File: config.mk
export PLATFORM = sky130hd
export DESIGN_NAME = rtcoc_top
export DESIGN_NICKNAME = d
export VERILOG_FILES = /design/src/design/rtcoc_pkg.sv /design/src/design/rtcoc_pulse_sched.sv /design/src/design/rtcoc_top.sv
export SDC_FILE = /design/constraint.sdc
export NUM_CORES = 1
export LEC_CHECK = 0
export BUFFER_PORTS_ARGS = -buffer_cell sky130_fd_sc_hd__buf_4
export CAP_MARGIN = 20
export CORE_MARGIN = 10
export CORE_UTILIZATION = 58
export CTS_CLUSTER_DIAMETER = 120
export DETAILED_ROUTE_END_ITERATION = 6
export GPL_TIMING_DRIVEN = 0
export PLACE_DENSITY = 0.88
export SYNTH_ARGS = -nofsm -noshare
export SYNTH_HDL_FRONTEND = slang
export SYNTH_HIERARCHICAL = 1
export SYNTH_SLANG_ARGS = --single-unit
File: constraint.sdc
create_clock -name clock_i -period 8.2 [get_ports clock_i]
set_clock_uncertainty 0.1 [all_clocks]
set_input_delay 1.64 -clock clock_i [delete_from_list [all_inputs] [get_ports clock_i]]
set_output_delay 1.64 -clock clock_i [all_outputs]
set_load 0.05 [all_outputs]
File: src/design/rtcoc_pkg.sv
/*
 * Constants and types for the RTC offset-correction and oscillator-control block.
 * Assumes a 200 MHz system clock and a one-pulse-per-second tick from the timekeeping core.
 */
// ==========================================================================
// Operation
// - Fast mode starts correction every eight minutes.
// - One pulse per second, spilling into later minutes.
// - Oscillator register 13h bit layout fixed.
// - Invert bit inverts selected output, moves edge.
// - Mode bit: 0 four hours, 1 eight minutes.
// - Low-jitter bit reduces output jitter.
// - Drive field: normal, low, high, high.
// - Load field: 7.0, 6.0, 12.5, 12.5 pF.
// - Invert acts on frequency-selected clock output.
// - Correct by pulses, never oscillator frequency.
// - Offset value is two's complement, +127 to -128.
package rtcoc_pkg;
    localparam logic [7:0] OSC_CFG_ADDR   = 8'h13;
    localparam logic [7:0] OFFSET_ADDR    = 8'h12;
    localparam logic [7:0] OSC_CFG_RESET  = 8'h00;
    localparam logic [7:0] OSC_CFG_WMASK  = 8'hDF;
    localparam int         BIT_INVERT     = 7;
    localparam int         BIT_MODE       = 6;
    localparam int         BIT_LOW_JITTER_EN       = 4;
    localparam int         FAST_PERIOD_MIN   = 8;
    localparam int         NORMAL_PERIOD_HR  = 4;
    localparam int         NORMAL_PERIOD_MIN = NORMAL_PERIOD_HR * 60;
    localparam logic [7:0] FAST_PERIOD    = 8'h08;
    localparam logic [7:0] NORMAL_PERIOD  = 8'hF0;
    localparam logic [5:0] UNITS_PER_MIN  = 6'h3B;
    localparam logic [1:0] DRV_NORMAL     = 2'h0;
    localparam logic [1:0] DRV_LOW        = 2'h1;
    localparam logic [1:0] DRV_HIGH       = 2'h2;
    localparam logic [1:0] CAP_7P0        = 2'h0;
    localparam logic [1:0] CAP_6P0        = 2'h1;
    localparam logic [1:0] CAP_12P5       = 2'h2;

    typedef struct packed {
        logic       wr;
        logic [7:0] addr;
        logic [7:0] data;
    } rtcoc_wr_t;

    typedef struct packed {
        logic       clkout_invert;
        logic       correction_mode_sel;
        logic       rsvd;
        logic       low_jitter_en;
        logic [1:0] xtal_drive_sel;
        logic [1:0] xtal_load_cap_sel;
    } rtcoc_osc_t;

    typedef enum logic [2:0] {
        RTCOC_IDLE  = 3'h1,
        RTCOC_WAIT  = 3'h2,
        RTCOC_APPLY = 3'h4
    } rtcoc_state_t;
endpackage

File: src/design/rtcoc_pulse_sched.sv
/*
 * Correction-pulse scheduler: counts correction periods and emits pulses.
 * Assumes sec_tick_i and min_tick_i are one-cycle pulses on clock_i.
 */
`timescale 1ns/1ps
module rtcoc_pulse_sched (
    input  wire logic       clock_i,
    input  wire logic       rst_b_i,
    input  wire logic       fast_i,
    input  wire logic [7:0] offset_i,
    input  wire logic       sec_tick_i,
    input  wire logic       min_tick_i,
    output logic            pulse_add_o,
    output logic            pulse_sub_o,
    output logic            busy_o
);
    rtcoc_pkg::rtcoc_state_t state;
    rtcoc_pkg::rtcoc_state_t next_state;
    logic [7:0] min_cnt;
    logic [7:0] next_min_cnt;
    logic [7:0] remain;
    logic [7:0] next_remain;
    logic       neg;
    logic       next_neg;
    logic       next_add;
    logic       next_sub;
    logic [5:0] units;
    logic [5:0] next_units;
    logic       next_units_last;

    // ==========================================================================
    // Magnitude of a two's complement offset, -128 giving 128.
    function automatic logic [7:0] mag(input logic [7:0] v);
        mag = v[7] ? 8'(~v + 8'h01) : v;
    endfunction

    always_comb begin
        next_state   = state;
        next_min_cnt = min_cnt;
        next_remain  = remain;
        next_neg     = neg;
        next_add     = 1'b0;
        next_sub     = 1'b0;
        if (min_tick_i) begin
            next_min_cnt = 8'(min_cnt + 8'h01);
        end
        unique case (state)
            rtcoc_pkg::RTCOC_IDLE: begin
                if (min_tick_i && next_min_cnt >= (fast_i ? rtcoc_pkg::FAST_PERIOD
                                                          : rtcoc_pkg::NORMAL_PERIOD)) begin
                    next_min_cnt = 8'h00;
                    if (offset_i != 8'h00) begin
                        next_remain = mag(offset_i);
                        next_neg    = offset_i[7];
                        next_state  = rtcoc_pkg::RTCOC_APPLY;
                    end
                end
            end
            rtcoc_pkg::RTCOC_WAIT: begin
                // Spilling pulses resume at unit 00 of the next minute.
                if (min_tick_i) begin
                    next_state = rtcoc_pkg::RTCOC_APPLY;
                end
            end
            rtcoc_pkg::RTCOC_APPLY: begin
                // Fast mode steps once per second, normal mode once per minute.
                if (fast_i ? sec_tick_i : min_tick_i) begin
                    next_add    = ~neg;
                    next_sub    = neg;
                    next_remain = 8'(remain - 8'h01);
                    if (remain == 8'h01) begin
                        next_state = rtcoc_pkg::RTCOC_IDLE;
                    end else if (fast_i && next_units_last) begin
                        next_state = rtcoc_pkg::RTCOC_WAIT;
                    end
                end
            end
            default: next_state = rtcoc_pkg::RTCOC_IDLE;
        endcase
    end

    always_comb begin
        next_units      = units;
        next_units_last = (units == rtcoc_pkg::UNITS_PER_MIN);
        if (min_tick_i) begin
            next_units = 6'h00;
        end else if (sec_tick_i) begin
            next_units = next_units_last ? units : 6'(units + 6'h01);
        end
    end

    always_ff @(posedge clock_i) begin
        if (!rst_b_i) begin
            state       <= rtcoc_pkg::RTCOC_IDLE;
            min_cnt     <= 8'h00;
            remain      <= 8'h00;
            neg         <= 1'b0;
            units       <= 6'h00;
            pulse_add_o <= 1'b0;
            pulse_sub_o <= 1'b0;
            busy_o      <= 1'b0;
        end else begin
            state       <= next_state;
            min_cnt     <= next_min_cnt;
            remain      <= next_remain;
            neg         <= next_neg;
            units       <= next_units;
            pulse_add_o <= next_add;
            pulse_sub_o <= next_sub;
            busy_o      <= (next_state != rtcoc_pkg::RTCOC_IDLE);
        end
    end

    AST_PULSE_EXCL: assert property (@(posedge clock_i) disable iff (!rst_b_i)
        !(pulse_add_o && pulse_sub_o)) else $error("add and sub pulse together");
    AST_PULSE_NEEDS_TICK: assert property (@(posedge clock_i) disable iff (!rst_b_i)
        (pulse_add_o || pulse_sub_o) |-> $past(fast_i ? sec_tick_i : min_tick_i))
        else $error("pulse without a time tick");
    AST_FAST_START: assert property (@(posedge clock_i) disable iff (!rst_b_i)
        (state == rtcoc_pkg::RTCOC_IDLE && fast_i && min_tick_i
         && min_cnt == 8'(rtcoc_pkg::FAST_PERIOD - 8'h01) && offset_i != 8'h00)
        |=> (state == rtcoc_pkg::RTCOC_APPLY)) else $error("fast start missed");
    AST_NEG_SUB: assert property (@(posedge clock_i) disable iff (!rst_b_i)
        (state == rtcoc_pkg::RTCOC_IDLE && next_state == rtcoc_pkg::RTCOC_APPLY && offset_i[7])
        |=> (neg && remain == mag($past(offset_i)))) else $error("bad magnitude");
endmodule

File: src/design/rtcoc_top.sv
/*
 * Oscillator configuration register with dual-controller access and correction scheduling.
 * Assumes both controllers present decoded byte writes on clock_i and time ticks are local.
 */
`timescale 1ns/1ps
module rtcoc_top (
    input  wire logic                  clock_i,
    input  wire logic                  rst_b_i,
    input  wire rtcoc_pkg::rtcoc_wr_t  pri_wr_i,
    input  wire rtcoc_pkg::rtcoc_wr_t  sec_wr_i,
    input  wire logic [7:0]            rd_addr_i,
    input  wire logic                  calib_access_owner_i,
    input  wire logic                  clkout_sel_i,
    input  wire logic                  sec_tick_i,
    input  wire logic                  min_tick_i,
    output logic [7:0]                 rd_data_o,
    output logic                       clkout_o,
    output logic                       low_jitter_en_o,
    output logic [1:0]                 xtal_drive_sel_o,
    output logic [1:0]                 xtal_load_cap_sel_o,
    output logic                       pulse_add_o,
    output logic                       pulse_sub_o,
    output logic                       busy_o
);
    rtcoc_pkg::rtcoc_osc_t osc;
    rtcoc_pkg::rtcoc_osc_t next_osc;
    logic [7:0] offset;
    logic [7:0] next_offset;
    logic [7:0] next_rd;
    rtcoc_pkg::rtcoc_wr_t  wsel;

    // ==========================================================================
    // Register writes; only the owning controller may write.
    always_comb begin
        wsel        = calib_access_owner_i ? pri_wr_i : sec_wr_i;
        next_osc    = osc;
        next_offset = offset;
        if (wsel.wr && wsel.addr == rtcoc_pkg::OSC_CFG_ADDR) begin
            next_osc = rtcoc_pkg::rtcoc_osc_t'(wsel.data & rtcoc_pkg::OSC_CFG_WMASK);
        end
        if (wsel.wr && wsel.addr == rtcoc_pkg::OFFSET_ADDR) begin
            next_offset = wsel.data;
        end
        unique case (rd_addr_i)
            rtcoc_pkg::OSC_CFG_ADDR: next_rd = 8'(osc) & rtcoc_pkg::OSC_CFG_WMASK;
            rtcoc_pkg::OFFSET_ADDR:  next_rd = offset;
            default:                 next_rd = 8'h00;
        endcase
    end

    // ==========================================================================
    // Drive and load fields: 11 aliases 10 for both.
    function automatic logic [1:0] fold(input logic [1:0] f);
        fold = f[1] ? 2'h2 : f;
    endfunction

    always_ff @(posedge clock_i) begin
        if (!rst_b_i) begin
            osc                 <= rtcoc_pkg::rtcoc_osc_t'(rtcoc_pkg::OSC_CFG_RESET);
            offset              <= 8'h00;
            rd_data_o           <= 8'h00;
            clkout_o            <= 1'b0;
            low_jitter_en_o     <= 1'b0;
            xtal_drive_sel_o    <= rtcoc_pkg::DRV_NORMAL;
            xtal_load_cap_sel_o <= rtcoc_pkg::CAP_7P0;
        end else begin
            osc                 <= next_osc;
            offset              <= next_offset;
            rd_data_o           <= next_rd;
            clkout_o            <= clkout_sel_i ^ osc.clkout_invert;
            low_jitter_en_o     <= osc.low_jitter_en;
            xtal_drive_sel_o    <= fold(osc.xtal_drive_sel);
            xtal_load_cap_sel_o <= fold(osc.xtal_load_cap_sel);
        end
    end

    rtcoc_pulse_sched u_sched (
        .clock_i     (clock_i),
        .rst_b_i     (rst_b_i),
        .fast_i      (osc.correction_mode_sel),
        .offset_i    (offset),
        .sec_tick_i  (sec_tick_i),
        .min_tick_i  (min_tick_i),
        .pulse_add_o (pulse_add_o),
        .pulse_sub_o (pulse_sub_o),
        .busy_o      (busy_o)
    );

    AST_RSVD_ZERO: assert property (@(posedge clock_i) disable iff (!rst_b_i)
        !osc.rsvd) else $error("reserved bit set");
    AST_SEC_BLOCKED: assert property (@(posedge clock_i) disable iff (!rst_b_i)
        (calib_access_owner_i && !pri_wr_i.wr) |=> $stable(osc)) else $error("write leaked");
    AST_INVERT: assert property (@(posedge clock_i) disable iff (!rst_b_i)
        $past(rst_b_i) |-> clkout_o == ($past(clkout_sel_i) ^ $past(osc.clkout_invert)))
        else $error("invert");
    AST_LOAD_FOLD: assert property (@(posedge clock_i) disable iff (!rst_b_i)
        xtal_load_cap_sel_o != 2'h3 && xtal_drive_sel_o != 2'h3) else $error("fold");
endmodule

==> run metrics <==
status=completed; Power Density=159.4 nW/um2; share of cells above drive strength 1=24.46%; # IOs=65; Most Frequent Cell on Critical Path=and3_1; post-synthesis sequential area ratio=38.54%; P_leak=0.001622 uW; Req. time, crit path=8.34 ns; Synth Instances=335; synth unique cells=55; Site Rows=26; hold path cells=1; Synth Area per Inst=8.994 um2; final wirelength=7449 um; Post-synth EDFFs=0; RR Endpoint=u_sched/remain[0]$_SDFFE_PN0P_; Tot GR Track Use=17.78%; Synth Flop Type=dfxtp_1; CP cell instances=buf_4, buf_1, nand3_1, nor2_1, and3_1, xor2_1, ha_1, a21o_1, a311o_1, a31oi_1, nand3b_1, and3_1; Commonest cells post-synth=dfxtp_1 (58), nand2_1 (43), nor2_1 (38), mux2i_1 (29), xor2_1 (12); Num CTS Buffers=9; hold_sp=osc[3]$_SDFFE_PN0P_; area grow syn2layout=25.12%; post-layout utilization of the core=74.29%; Hold Fails Final Rpt=0; hold path endpoint=xtal_drive_sel_o[0]$_SDFF_PP0_; worst hold path class=flip-flop to flip-flop; Vias/cell=5.636; Tcrit/Tclk final=49.10%; buffers added on ports=62; Post-Syn Nets=393; Post-Layout Cell Count=483; die width=92.08 um; core area=5075 um2; Max Freq=0.2484 GHz; unrepaired setup endpoints after global routing=no; first-pass GRT wire length=12430 um; # Max-Cap Violations=0; Final nets=466; yosys warns=6; detailed placement HPWL=5442 um; Period minus WS final=4.026 ns; clock root buffer=clkbuf_8; worst r2r src=u_sched/min_cnt[0]$_SDFF_PN0_; Async SR Flop Fraction=0%; Final Total Pwr=600.9 uW; grt ovf=0; # hold bufs at CTS=0; Initial DRT Pass Iterations=4; clock sinks=58; Die Ht=92.08 um; DP Cell Count=467; initial antenna violation count=0; TNS Setup=0 ns; remaining antenna violation count=0; Rel. slew slack=58.29%; H-tree Lvls=3; main area contributors after synthesis=dfxtp_1 (39%), mux2i_1 (9.6%), nand2_1 (5.4%); Top Family by Delay on Critical Path=simple AND/OR/NAND/NOR gates; cell taking the most area after synthesis=dfxtp_1; vias in the first global route=2740; Worst-Margin Slew=0.6083 ns; GP Congestion=0.8633; largest net degree at the start of global routing=12; clock buffer depth=2; TritonCTS clock tree=done; final slew viol count=0; post-DR wirelength/cell=15.42 um; number of cells on the worst reg-to-reg path=11; crit path DAT=4.17 ns; post-CTS sizing=0; Clock Latency Late Sink=0.35 ns; cell area after synthesis=3013 um2; initial core utilization=59.37%; Synth top area share=38.54%; Buf+Inv Stages, Crit Path=2; Die ar.=8478 um2; CP peak stage delay=0.38 ns; via count=2722; CP startpoint kind=input port; Crit. End Element=flip-flop; slowest CP cell=buf_1; Critical Path Fanout Max=10; Worst-path clk slew=0.07 ns; reg-to-reg slack, setup=5.51 ns; Final setup violation count=0; Setup CP Type=input port to flip-flop; post-synthesis register bit count=58; DR iter-0 viols=218; n_diodes=0; # Post-CTS Setup Buffers=0; DRC violations left=0; VDD IR max=128.1 uV; most numerous cell in the Yosys netlist=dfxtp_1
[metal layers]
metal	track usage [%]	vias up	part of all wire, %	wire length (um)
li1	-	1332	-	-
met1	18.62	1287	41	3091
met2	31.35	90	50	3748
met3	5.379	13	6.4	474
met4	9.254	0	1.8	134
met5	0	-	0	0
[kinds of logic (layout without fill, tap and decap cells)]
kind of cell / count (synthesis) / count (layout) / share of synthesized area, %
AND/OR/NAND/NOR: 141 / 141 / 24.09
flip-flops: 58 / 58 / 38.54
AO/OA/AOI/OAI: 48 / 48 / 12.29
multiplexers: 36 / 36 / 12.25
buffers and inverters: 24 / 102 / 3.447
XOR/XNOR: 18 / 18 / 5.233
adder cells (fa/ha/maj): 10 / 10 / 4.153
[worst register-to-register path: cells and delay by family, from the launching register on]
family	cells	cell delay (ns)
xor+xnor	1	0.11
compound gates	4	0.80
flops	1	0.45
fa+ha+maj	2	0.50
simple gates	4	0.65
[power breakdown]
part / leakage, uW / internal, uW / switching (uW) / total [uW]
clock: 0.0000945 / 148 / 122 / 270
sequential: 0.000468 / 283 / 2.16 / 286
combinational: 0.00106 / 24.3 / 21.0 / 45.3
[cell type report]
type | count | area, um2
fillers | 394 | 1305
plain buffers | 14 | 66.31
well taps | 70 | 87.58
repair buffers | 62 | 465.4
multi-input cells | 253 | 1748
clock inverters | 6 | 66.31
clock buffers | 10 | 137.6
inverters | 10 | 37.54
flip-flops and latches | 58 | 1161
[worst max path at each step]
| stage | startpoint | depth (start not counted) | end | slack [ns] |
|---|---|---|---|---|
| after floorplan | min_tick_i | 11 | u_sched/busy_o$_SDFF_PN0_ | 4.27 |
| after CTS | min_tick_i | 12 | u_sched/busy_o$_SDFF_PN0_ | 4.22 |
| after global placement | min_tick_i | 12 | u_sched/remain[0]$_SDFFE_PN0P_ | 3.88 |
| final | min_tick_i | 12 | u_sched/busy_o$_SDFF_PN0_ | 4.17 |
| after global routing | min_tick_i | 13 | u_sched/remain[6]$_SDFFE_PN0P_ | 3.93 |
| after detailed placement | min_tick_i | 13 | u_sched/remain[0]$_SDFFE_PN0P_ | 3.88 |
[registers in the layout, indices dropped and copies added (netlist names)]
register and cells:
clkout_o 1, low_jitter_en_o 1, offset 8, osc 7, rd_data_o 8, u_sched/busy_o 1
u_sched/min_cnt 8, u_sched/neg 1, u_sched/pulse_add_o 1, u_sched/pulse_sub_o 1, u_sched/remain 8, u_sched/state 3
u_sched/units 6, xtal_drive_sel_o 2, xtal_load_cap_sel_o 2
[cell usage in the layout (no fill, tap or decap), types with 12 or more instances in the layout]
cell type  instances
xor2_1            12
mux2i_1           29
nor2_1            38
dfxtp_1           58
nand2_1           43
buf_4             62
[through the flow]
stage	setup WS (ns)	instance area (um2)	hold WS [ns]
after floorplan	4.267	3013	0.3114
after global placement	3.881	3566	0.3419
after detailed placement	3.883	3566	0.3352
after CTS	4.222	3770	0.3555
after global routing	3.933	3770	0.3763
final	4.174	3770	0.3637
No activity file was read; power rests on OpenSTA's default activity.
